`src/include/blcs_pkg.sv`:
```
// Shared constants, types and decode functions for the contact stack unit
package blcs_pkg;

  // Logic stack: top level plus eight below it; a push loses the deepest
  localparam int STACK_DEPTH = 9;

  // Edge instances, each with its own remembered input bit
  localparam int EDGE_COUNT  = 256;
  localparam int EDGE_IDX_W  = 8;

  // Physical input points reachable by the direct contacts
  localparam int PHYS_POINTS = 16;
  localparam int PHYS_SEL_W  = 4;

  // Graphical AND/OR box expansion
  localparam int BOX_MAX_INPUTS = 32;
  localparam int BOX_CNT_W      = 6;
  localparam logic [BOX_CNT_W-1:0] BOX_MIN_COUNT = 6'h01;
  localparam logic [BOX_CNT_W-1:0] BOX_MAX_COUNT = 6'h20;

  // Double-word image access: highest legal starting byte
  localparam int DWORD_BYTE_W = 8;
  localparam logic [DWORD_BYTE_W-1:0] DWORD_IMAGE_LAST_BYTE = 8'h0c;

  // Reset value of every stack level and edge memory bit
  localparam logic BIT_RESET = 1'b0;

  // Instruction codes
  typedef enum logic [3:0] {
    op_load_open_contact   = 4'h0,
    op_load_closed_contact = 4'h1,
    op_and_open_contact    = 4'h2,
    op_and_closed_contact  = 4'h3,
    op_or_open_contact     = 4'h4,
    op_or_closed_contact   = 4'h5,
    op_load_open_direct    = 4'h6,
    op_and_open_direct     = 4'h7,
    op_or_open_direct      = 4'h8,
    op_load_closed_direct  = 4'h9,
    op_and_closed_direct   = 4'ha,
    op_or_closed_direct    = 4'hb,
    op_not_top             = 4'hc,
    op_rising_edge_pulse   = 4'hd,
    op_falling_edge_pulse  = 4'he,
    op_box_logic           = 4'hf
  } blcs_op_type;

  // How a contact value meets the stack
  typedef enum logic [1:0] {
    comb_load = 2'b00,
    comb_and  = 2'b01,
    comb_or   = 2'b10,
    comb_none = 2'b11
  } blcs_comb_type;

  // Combining mode of a contact instruction
  function automatic blcs_comb_type op_comb(input blcs_op_type op);
    unique case (op)
      op_load_open_contact, op_load_closed_contact,
      op_load_open_direct, op_load_closed_direct:   op_comb = comb_load;
      op_and_open_contact, op_and_closed_contact,
      op_and_open_direct, op_and_closed_direct:     op_comb = comb_and;
      op_or_open_contact, op_or_closed_contact,
      op_or_open_direct, op_or_closed_direct:       op_comb = comb_or;
      op_not_top, op_rising_edge_pulse,
      op_falling_edge_pulse, op_box_logic:          op_comb = comb_none;
    endcase
  endfunction : op_comb

  // Closed-type contacts use the inverted operand
  function automatic logic op_closed(input blcs_op_type op);
    op_closed = (op == op_load_closed_contact) ||
                (op == op_and_closed_contact)  ||
                (op == op_or_closed_contact)   ||
                (op == op_load_closed_direct)  ||
                (op == op_and_closed_direct)   ||
                (op == op_or_closed_direct);
  endfunction : op_closed

  // Direct contacts read the physical point, not the image
  function automatic logic op_direct(input blcs_op_type op);
    op_direct = (op == op_load_open_direct)   ||
                (op == op_and_open_direct)    ||
                (op == op_or_open_direct)     ||
                (op == op_load_closed_direct) ||
                (op == op_and_closed_direct)  ||
                (op == op_or_closed_direct);
  endfunction : op_direct

endpackage : blcs_pkg

```
`src/logic/blcs_box_reduce.sv`:
```
// Combinational AND/OR reduction for an expanded graphical box
`timescale 1ns/1ns
module blcs_box_reduce
(
  input  wire logic [blcs_pkg::BOX_MAX_INPUTS-1:0] bits_i,
  input  wire logic [blcs_pkg::BOX_CNT_W-1:0]      count_i,
  input  wire logic                                or_mode_i,
  output logic                                     result_o,
  output logic                                     count_ok_o
);

  ////////////////////////////////////////////////////////////////////////////
  // Only the first count_i inputs take part; unused ones are neutral
  always_comb
  begin
    logic acc_and;
    logic acc_or;
    acc_and = 1'b1;
    acc_or  = 1'b0;
    for (int i = 0; i < blcs_pkg::BOX_MAX_INPUTS; i++)
    begin
      if (blcs_pkg::BOX_CNT_W'(i) < count_i)
      begin
        acc_and = acc_and & bits_i[i];
        acc_or  = acc_or | bits_i[i];
      end
    end
    result_o = or_mode_i ? acc_or : acc_and;
  end

  // Up to thirty-two inputs; zero inputs is not a box
  assign count_ok_o = (count_i >= blcs_pkg::BOX_MIN_COUNT) &&
                      (count_i <= blcs_pkg::BOX_MAX_COUNT);

endmodule : blcs_box_reduce

```
`src/logic/blcs_contact_unit.sv`:
```
// Bit-logic contact execution unit with logic stack and edge memory
`timescale 1ns/1ns

module blcs_contact_unit
(
  input  wire logic                                 clk_i,
  input  wire logic                                 nrst_i,
  input  wire logic                                 op_valid_i,
  input  wire blcs_pkg::blcs_op_type                op_i,
  input  wire logic                                 operand_bit_i,
  input  wire logic [blcs_pkg::PHYS_SEL_W-1:0]      phys_sel_i,
  input  wire logic [blcs_pkg::PHYS_POINTS-1:0]     phys_pins_i,
  input  wire logic [blcs_pkg::EDGE_IDX_W-1:0]      edge_idx_i,
  input  wire logic                                 first_scan_i,
  input  wire logic [blcs_pkg::BOX_MAX_INPUTS-1:0]  box_bits_i,
  input  wire logic [blcs_pkg::BOX_CNT_W-1:0]       box_count_i,
  input  wire logic                                 box_or_i,
  input  wire logic                                 dword_req_i,
  input  wire logic [blcs_pkg::DWORD_BYTE_W-1:0]    dword_byte_i,
  output logic                                      tos_o,
  output logic      [blcs_pkg::STACK_DEPTH-1:0]     stack_o,
  output logic                                      done_o,
  output logic                                      error_o,
  output logic                                      dword_done_o,
  output logic                                      dword_ok_o
);

  localparam int SD = blcs_pkg::STACK_DEPTH;

  typedef struct packed {
    logic [SD-1:0]                   stack;
    logic [blcs_pkg::EDGE_COUNT-1:0] edge_prev;
    logic                            done;
    logic                            error;
    logic                            dword_done;
    logic                            dword_ok;
  } blcs_state_type;

  blcs_state_type s_q;
  blcs_state_type s_d;

  logic [blcs_pkg::PHYS_POINTS-1:0] phys_sync;
  logic                             box_val;
  logic                             box_count_ok;
  logic                             direct_bit;
  logic                             prev_bit;

  ////////////////////////////////////////////////////////////////////////////
  // Pins come from outside the clock domain, so they are synchronised
  blcs_input_sync u_sync
  (
    .clk_i  (clk_i),
    .nrst_i (nrst_i),
    .pins_i (phys_pins_i),
    .sync_o (phys_sync)
  );

  // Expanded AND/OR box
  blcs_box_reduce u_box
  (
    .bits_i     (box_bits_i),
    .count_i    (box_count_i),
    .or_mode_i  (box_or_i),
    .result_o   (box_val),
    .count_ok_o (box_count_ok)
  );

  // Current physical point and the selected edge instance's memory
  assign direct_bit = phys_sync[phys_sel_i];
  assign prev_bit   = s_q.edge_prev[edge_idx_i];

  ////////////////////////////////////////////////////////////////////////////
  // Instruction execution: one instruction per cycle, result next edge
  always_comb
  begin
    logic operand;
    logic contact;
    logic pulse;
    operand = 1'b0;
    contact = 1'b0;
    pulse   = 1'b0;
    s_d            = s_q;
    s_d.done       = 1'b0;
    s_d.error      = 1'b0;
    s_d.dword_done = 1'b0;

    // Direct forms bypass the image; the image itself is never written
    operand = blcs_pkg::op_direct(op_i) ? direct_bit
                                        : operand_bit_i;
    contact = blcs_pkg::op_closed(op_i) ? ~operand : operand;

    if (op_valid_i)
    begin
      s_d.done = 1'b1;
      unique case (op_i)
        blcs_pkg::op_not_top:
        begin
          s_d.stack[0] = ~s_q.stack[0];
        end
        blcs_pkg::op_rising_edge_pulse,
        blcs_pkg::op_falling_edge_pulse:
        begin
          if (op_i == blcs_pkg::op_rising_edge_pulse)
          begin
            pulse = s_q.stack[0] & ~prev_bit;
          end
          else
          begin
            pulse = ~s_q.stack[0] & prev_bit;
          end
          // No history exists yet on the first scan
          s_d.stack[0] = first_scan_i ? 1'b0 : pulse;
          s_d.edge_prev[edge_idx_i] = s_q.stack[0];
        end
        blcs_pkg::op_box_logic:
        begin
          if (box_count_ok)
          begin
            s_d.stack = {s_q.stack[SD-2:0], box_val};
          end
          else
          begin
            // Bad width: stack left alone so the rung is not corrupted
            s_d.error = 1'b1;
            s_d.done  = 1'b0;
          end
        end
        blcs_pkg::op_load_open_contact, blcs_pkg::op_load_closed_contact,
        blcs_pkg::op_and_open_contact, blcs_pkg::op_and_closed_contact,
        blcs_pkg::op_or_open_contact, blcs_pkg::op_or_closed_contact,
        blcs_pkg::op_load_open_direct, blcs_pkg::op_and_open_direct,
        blcs_pkg::op_or_open_direct, blcs_pkg::op_load_closed_direct,
        blcs_pkg::op_and_closed_direct, blcs_pkg::op_or_closed_direct:
        begin
          unique case (blcs_pkg::op_comb(op_i))
            blcs_pkg::comb_load:
            begin
              s_d.stack = {s_q.stack[SD-2:0], contact};
            end
            blcs_pkg::comb_and:
            begin
              s_d.stack[0] = s_q.stack[0] & contact;
            end
            blcs_pkg::comb_or:
            begin
              s_d.stack[0] = s_q.stack[0] | contact;
            end
            blcs_pkg::comb_none:
            begin
              s_d.stack = s_q.stack;
            end
          endcase
        end
      endcase
    end

    // Double-word image address check, independent of the stack
    if (dword_req_i)
    begin
      s_d.dword_done = 1'b1;
      s_d.dword_ok   = (dword_byte_i <=
                        blcs_pkg::DWORD_IMAGE_LAST_BYTE);
    end
  end

  // State register
  always_ff @(posedge clk_i or negedge nrst_i)
  begin
    if (!nrst_i)
    begin
      s_q <= '0;
    end
    else
    begin
      s_q <= s_d;
    end
  end

  // Outputs straight from flip-flops
  assign tos_o        = s_q.stack[0];
  assign stack_o      = s_q.stack;
  assign done_o       = s_q.done;
  assign error_o      = s_q.error;
  assign dword_done_o = s_q.dword_done;
  assign dword_ok_o   = s_q.dword_ok;
endmodule : blcs_contact_unit

```
`src/logic/blcs_input_sync.sv`:
```
// Two-stage synchroniser for the physical input points
`timescale 1ns/1ns
module blcs_input_sync
(
  input  wire logic                               clk_i,
  input  wire logic                               nrst_i,
  input  wire logic [blcs_pkg::PHYS_POINTS-1:0]   pins_i,
  output logic      [blcs_pkg::PHYS_POINTS-1:0]   sync_o
);

  typedef struct packed {
    logic [blcs_pkg::PHYS_POINTS-1:0] meta;
    logic [blcs_pkg::PHYS_POINTS-1:0] sync;
  } blcs_sync_state_type;

  blcs_sync_state_type s_q;
  blcs_sync_state_type s_d;

  ////////////////////////////////////////////////////////////////////////////
  // Next state: the first stage feeds only the second stage
  always_comb
  begin
    s_d      = s_q;
    s_d.meta = pins_i;
    s_d.sync = s_q.meta;
  end

  // Register; reset to a constant, never to a pin level
  always_ff @(posedge clk_i or negedge nrst_i)
  begin
    if (!nrst_i)
    begin
      s_q <= '0;
    end
    else
    begin
      s_q <= s_d;
    end
  end

  assign sync_o = s_q.sync;

endmodule : blcs_input_sync

```
`config.mk`:
```
export PLATFORM = sky130hd
export DESIGN_NAME = blcs_contact_unit
export DESIGN_NICKNAME = d
export VERILOG_FILES = /design/src/include/blcs_pkg.sv /design/src/logic/blcs_box_reduce.sv /design/src/logic/blcs_contact_unit.sv /design/src/logic/blcs_input_sync.sv
export SDC_FILE = /design/constraint.sdc
export NUM_CORES = 1
export LEC_CHECK = 0
export ABC_CLOCK_PERIOD_IN_PS = 5440
export BUFFER_PORTS_ARGS = -buffer_cell sky130_fd_sc_hd__buf_2
export CAP_MARGIN = 15
export CELL_PAD_IN_SITES_DETAIL_PLACEMENT = 1
export CELL_PAD_IN_SITES_GLOBAL_PLACEMENT = 2
export CORE_ASPECT_RATIO = 1.25
export CORE_UTILIZATION = 40
export CTS_CLUSTER_DIAMETER = 50
export DETAILED_ROUTE_END_ITERATION = 8
export HOLD_SLACK_MARGIN = 0.12
export PLACE_DENSITY = 0.84
export SLEW_MARGIN = 20
export SYNTH_ARGS = -nofsm -noshare
export SYNTH_HDL_FRONTEND = slang
export SYNTH_HIERARCHICAL = 1
export SYNTH_SLANG_ARGS = --single-unit
```
`constraint.sdc`:
```
create_clock -name clk_i -period 5.44 [get_ports clk_i]
set_input_delay 1.088 -clock clk_i [delete_from_list [all_inputs] [get_ports clk_i]]
set_output_delay 1.088 -clock clk_i [all_outputs]
set_load 0.005 [all_outputs]
```
# Word-level counts from Yosys, hierarchy flattened
# Memory sizes are Yosys's and may differ from the RTL's.
# Index checks and enable logic that the tools add are counted.
dict set report totals {
  out_inout_bits 14
  word_cells 245
  ff_bits 301
  latchBits 0
  memories 1
  mem_bits_rw 0
  romBits 32
}
# memory depth word_bits read_ports rd_ports_with_merged_regs write_ports line
set mem_list {}
lappend mem_list {{(name not given)} 16 2 1 0 0 blcs_pkg.sv:58} ;# unique case (op)
dict set report classes {
  add_sub_neg 0
  mul 0
  n_eq_ne 21
  shift 0
  bitwise 69
  div_mod_pow 0
  n_reduce_logical 20
  n_lt_le_gt_ge 38
  n_mux 87
}
# operator count
set ops {}
lappend ops {{$bwmux 256} 1}
lappend ops {{$lt 5x6->1 const A} 16}
lappend ops {{$mux 1} 72}
lappend ops {{$lt 4x6->1 const A} 8}
lappend ops {{$and 1x1->1} 34}
lappend ops {{$eq 4x4->1 const B} 8}
lappend ops {{$or 1x1->1} 32}
lappend ops {{$lt 3x6->1 const A} 4}
lappend ops {{$eq 4x3->1 const B} 4}
lappend ops {{$pmux 8 s2} 1}
lappend ops {{$lt 1x6->1 const A} 2}
lappend ops {{$lt 2x6->1 const A} 2}
lappend ops {{$mux 2} 6}
lappend ops {{$reduce_or 12->1} 1}
lappend ops {{$logic_or 1x1->1} 10}
lappend ops {{$lt 8x9->1 const B} 1}
lappend ops {{$mux 9} 1}
lappend ops {{$bmux 1 s8} 1}
lappend ops {{$demux 1 s8} 1}
lappend ops {{$eq 4x2->1 const B} 2}
lappend ops {{$ge 8x1->1 const B} 1}
lappend ops {{$le 8x4->1 const B} 1}
lappend ops {{$mux 8} 1}
lappend ops {{$ge 6x1->1 const B} 1}
lappend ops {{other kinds (19)} 24}

# Longest topological paths before layout
dict set report depth {
  depth_word 67
  ltp_mapped 12
}

# Hierarchy
# Netlist, hierarchy kept.
# module cells_per_inst area_per_inst_um2 seq_area_each_um2 instances
set modules_own_cells {}
lappend modules_own_cells {blcs_contact_unit 1183 13958.4 6731.5 1}
lappend modules_own_cells {blcs_box_reduce 153 920.9 0.0 1}
lappend modules_own_cells {blcs_input_sync 32 800.8 800.8 1}

# Worst setup path before layout
# No wires, ideal clock.
dict set report synth_timing {
  path_kind {input -> register}
  startpoint {input port box_count_i[3] (netlist name)}
  endpoint {register s_q, in the netlist stack_o[0]}
  arrival_time_ns 3.322
  stages 11
  setup_slack_ns 1.992
  setup_time_ns 0.126
  t_required_ns 5.314
  cell_sequence {buf_2 -> o41a_1 -> a222oi_1 -> o21ai_1 -> nor4_1 -> nand4_1 -> a32o_1 -> a31o_2 -> a22oi_1 -> o21ai_0 -> a311o_1}
}
dict set report synth_between {
  elab_chain_cells 67
  word_cells_on_any_way 166
  cone_classes {34 x order compare; 1 x eq/ne; 67 x mux; 62 x bitwise; 2 x reduce/logical}
}
# item line
set synth_lines {}
lappend synth_lines {{from (decl)} blcs_contact_unit.sv:16} ;# input wire logic [blcs_pkg::BOX_CNT_W-1:0] box_count_i,
lappend synth_lines {{$lt 1x6->1} blcs_box_reduce.sv:22} ;# if (blcs_pkg::BOX_CNT_W'(i) < count_i)
lappend synth_lines {{$mux 1} blcs_box_reduce.sv:22}
lappend synth_lines {{$and 1x1->1 / $or 1x1->1 (equally long branches)} {blcs_box_reduce.sv:24, blcs_box_reduce.sv:25}}
lappend synth_lines {{$mux 1} blcs_box_reduce.sv:22}
lappend synth_lines {{$and 1x1->1 / $or 1x1->1 (equally long branches)} {blcs_box_reduce.sv:24, blcs_box_reduce.sv:25}}
lappend synth_lines {{$mux 1} blcs_box_reduce.sv:22}
lappend synth_lines {{$and 1x1->1 / $or 1x1->1 (equally long branches)} {blcs_box_reduce.sv:24, blcs_box_reduce.sv:25}}
lappend synth_lines {{$mux 1} blcs_box_reduce.sv:22}
lappend synth_lines {{[... 52 more ...]} --}
lappend synth_lines {{$and 1x1->1 / $or 1x1->1 (equally long branches)} {blcs_box_reduce.sv:24, blcs_box_reduce.sv:25}}
lappend synth_lines {{$mux 1} blcs_box_reduce.sv:22}
lappend synth_lines {{$and 1x1->1 / $or 1x1->1 (equally long branches)} {blcs_box_reduce.sv:24, blcs_box_reduce.sv:25}}
lappend synth_lines {{$mux 1} blcs_box_reduce.sv:22}
lappend synth_lines {{$mux 1 *} blcs_box_reduce.sv:28} ;# result_o = or_mode_i ? acc_or : acc_and;
lappend synth_lines {{net box_val} blcs_contact_unit.sv:43} ;# logic box_val;
lappend synth_lines {{$mux 9 *} blcs_contact_unit.sv:117} ;# if (box_count_ok)
lappend synth_lines {{$pmux 1 s4 *} blcs_contact_unit.sv:95} ;# unique case (op_i)
lappend synth_lines {{to (signal assigned)} blcs_contact_unit.sv:171} ;# s_q <= '0;
lappend synth_lines {{to (signal assigned)} blcs_contact_unit.sv:175} ;# s_q <= s_d;
lappend synth_lines {{to (decl)} blcs_contact_unit.sv:39} ;# blcs_state_type s_q;
# The timed path passes the listed nets; every way through them passes the cells marked *. The select of a mux whose other input is x is not followed.
# A chain may end at the register's enable or synchronous reset.

# Final worst setup path
dict set report layout_timing {
  startpoint {input port edge_idx_i[1] (netlist name)}
  endpoint {register s_q, in the netlist stack_o[0]}
}
dict set report layout_between {
  elab_chain_cells 7
  word_cells_on_any_way 8
  cone_classes {5 x mux; 3 x bitwise}
}
# item line
set layout_lines {}
lappend layout_lines {{from (decl)} blcs_contact_unit.sv:13} ;# input wire logic [blcs_pkg::EDGE_IDX_W-1:0] edge_idx_i,
lappend layout_lines {{$bmux 1 s8 *} blcs_contact_unit.sv:70} ;# assign prev_bit = s_q.edge_prev[edge_idx_i];
lappend layout_lines {{$mux 1 (implied by the code) *} blcs_contact_unit.sv:70}
lappend layout_lines {{$not 1->1} blcs_contact_unit.sv:105} ;# pulse = s_q.stack[0] & ~prev_bit;
lappend layout_lines {{$and 1x1->1} blcs_contact_unit.sv:105}
lappend layout_lines {{$mux 1 *} blcs_contact_unit.sv:103} ;# if (op_i == blcs_pkg::op_rising_edge_pulse)
lappend layout_lines {{$mux 1 *} blcs_contact_unit.sv:112} ;# s_d.stack[0] = first_scan_i ? 1'b0 : pulse;
lappend layout_lines {{$pmux 1 s4 *} blcs_contact_unit.sv:95}
# Mark *: on every way between the ends. The rest lies on a longest branch, timed or not. The select of a mux whose other input is x is not followed.

==> results.json <==
{
  "status": "complete, but fails checks",
  "failed_checks": "design-rule violations",
  "post_cts_resized": 0,
  "grt_max_degree": 124,
  "cp.required_ns": 5.85,
  "cts_setup_buffers": 0,
  "hold_end": "u_sync/sync_o[15]",
  "slew_headroom": 0.213,
  "clk_pin_slew_worst_paths_ns": 0.06,
  "portBuffers": 98,
  "final_nets": 1514,
  "r2r_cells": 6,
  "place.gp.congestion": 0.837,
  "n_fill_cell": 4183,
  "die-area_sq_mm": 0.0400,
  "period_minus_slack_ns": 3.72,
  "hold_viol": 0,
  "yosys_warnings": 6,
  "grt_remaining_overflow": 0,
  "cts_max_path_buffers": 3,
  "grt_first_pass_wirelength_mm": 72.9,
  "die_height_um": 223,
  "antenna_found_initial": 1,
  "drive_above_1_share": 0.348,
  "critPathMaxFanout": 37,
  "finalCritPeriodShare": 0.684,
  "syn_area_sq_mm": 0.0157,
  "rows": 80,
  "p_per_area_mw_per_mm2": 308,
  "ir_drop_uv": 231,
  "track_usage": 0.239,
  "arrival_ns": 4.13,
  "synth_cell_type_count": 63,
  "worstMarginPinSlew_ns": 1.18,
  "postSynth.asyncResetShare": 1.00,
  "cts_tree": "done",
  "wl_per_cell_um": 23.7,
  "synth.net_count": 1461,
  "htree_levels": 2,
  "crit-reg2reg-launch": "stack_o[0]",
  "setup_violations": 0,
  "p_leak_uw": 0.00812,
  "whs_ns": 0.349,
  "hp-start": "u_sync/s_d[15]",
  "drt-pass1-iter-count": 7,
  "synth-edff-count": 0,
  "seq_area_frac_synth": 0.480,
  "critPathLaunchType": "primary input",
  "max_cap_violations": 0,
  "cts_root_buffer": "clkbuf_16",
  "drc": 28,
  "fmax_mhz": 269,
  "core_area_sq_mm": 0.0384,
  "hold_class": "register to register",
  "via_per_inst": 5.87,
  "postRouteWirelength_mm": 46.1,
  "worstSetupPathType": "primary input to register",
  "initial_core_util": 0.408,
  "syn_inst": 1368,
  "clk_latency_ns": 0.54,
  "cts_buffers": 38,
  "drt_iter0_markers": 639,
  "grt_pass1_vias": 12600,
  "final_cell_mix": "dfrtp_1 (300), mux2_2 (251), nor2_1 (169)",
  "timing.rr.end": "stack_o[0]",
  "cts_num_sinks": 301,
  "synthFlopType": "dfrtp_1",
  "syn2layout_area_growth_pct": 13.7,
  "ant_nets": 0,
  "drv_slew": 0,
  "die_w_um": 179,
  "synth.avg_cell_area_sq_um": 11.5,
  "hold_buffers": 0,
  "dr_total_vias": 11400,
  "fin_skew_ns": 0.0149,
  "synth_seq_cells": 301,
  "ioPinCount": 99,
  "antenna_cells_inserted": 0,
  "final_common_cell": "dfrtp_1",
  "regToRegSetupSlack_ns": 2.74,
  "totalNegativeSetupSlack_ns": 0,
  "post-dp-hpwl_mm": 29.5,
  "cp-end-kind": "register",
  "min_delay_path_depth": 0,
  "rsz0062_at_grt": "no"
}
==> cell type report <==
type	count	area (sq um)	share of cell area
Multi-Input combinational cell	945	7590	0.426
Sequential cell	301	7540	0.423
Clock buffer	51	1100	0.0618
Timing Repair Buffer	117	728	0.0409
Tap cell	492	616	0.0345
Clock inverter	18	181	0.0102
Inverter	18	67.6	0.00379
==> per-layer routing <==
metal | vias up | GRT usage | part of all wire
met3 | 113 | 0.0344 | 0.049
met2 | 333 | 0.411 | 0.51
met1 | 5978 | 0.297 | 0.41
met4 | 2 | 0.0998 | 0.038
li1 | 4978 | - | -
met5 | - | 0 | 0.00028
==> registers in the layout (all words and copies together) (netlist names) <==
signal / cells
dword_ok_o: 1
error_o: 1
stack_o: 9
u_sync/sync_o: 16
dword_done_o: 1
s_q: 256
u_sync/s_d: 16
done_o: 1
==> power breakdown <==
| group | internal (uW) | total [uW] | switching [uW] | leakage (uW) |
|---|---|---|---|---|
| Clock | 1530 | 2550 | 1020 | 0.000627 |
| Sequential | 2290 | 2390 | 95.1 | 0.00412 |
| Combinational | 181 | 552 | 371 | 0.00338 |
==> synth_stat cells, types with 5 or more instances <==
cell type	count	share of area
a31oi_1	5	0.0020
buf_2	14	0.0045
a22oi_1	12	0.0057
nand2_1	168	0.040
dfrtp_1	301	0.48
mux2i_1	31	0.020
mux2_2	251	0.18
buf_6	7	0.0050
clkbuf_1	68	0.016
nor3_1	9	0.0029
o21ai_0	37	0.012
ha_1	8	0.0064
mux4_2	64	0.092
buf_4	12	0.0057
o2111ai_1	5	0.0028
or3_1	5	0.0020
a21oi_1	26	0.0083
nor4_1	8	0.0032
nand2b_1	8	0.0032
nor2_1	170	0.041
nor2b_1	10	0.0040
inv_1	17	0.0041
o211ai_1	7	0.0034
o21a_1	6	0.0029
o22ai_1	9	0.0036
nand3_1	37	0.012
a221oi_1	7	0.0039
==> critical path: stages <==
cell and delay, ns:
buf_2 0.78, buf_12 0.30, mux4_2 0.36, mux2i_1 0.18, a22oi_1 0.11, a21boi_0 0.42
o21a_1 0.23, nor3_1 0.07, mux2_1 0.31, a311o_1 0.26
==> kinds of logic (layout without fill, tap and decap cells) <==
family	count (synthesis)	after routing	synth area share
AO/OA/AOI/OAI	144	144	0.0607
XOR/XNOR	3	3	0.00168
adder cells (fa/ha/maj)	12	12	0.00894
buffers and inverters	122	204	0.0365
flip-flops	301	301	0.480
multiplexers	347	347	0.293
AND/OR/NAND/NOR	439	439	0.119
==> worst max path at each step <==
stage                              start         end  slack [ns]  depth (start not counted)
after floorplan           box_count_i[3]  stack_o[0]        1.99                         11
after global placement     edge_idx_i[0]  stack_o[0]        1.20                          9
after detailed placement   edge_idx_i[0]  stack_o[0]        1.17                          9
after CTS                  edge_idx_i[1]  stack_o[0]        1.73                         10
after global routing       edge_idx_i[0]  stack_o[0]        1.59                          9
final                      edge_idx_i[1]  stack_o[0]        1.72                         10
==> through the flow <==
stage	utilization	total power (uW)	area (sq um)	setup WS [ns]	std cells
6_report	0.464	5490	17800	1.72	1942
5_1_grt	0.464	5690	17800	1.59	1942
4_1_cts	0.463	5550	17800	1.73	1941
3_5_place_dp	0.430	2980	16500	1.17	1872
3_3_place_gp	0.430	2960	16500	1.20	1872
2_1_floorplan	-	2760	15700	1.99	1368
Note: power is estimated with default switching activity, not from simulation.
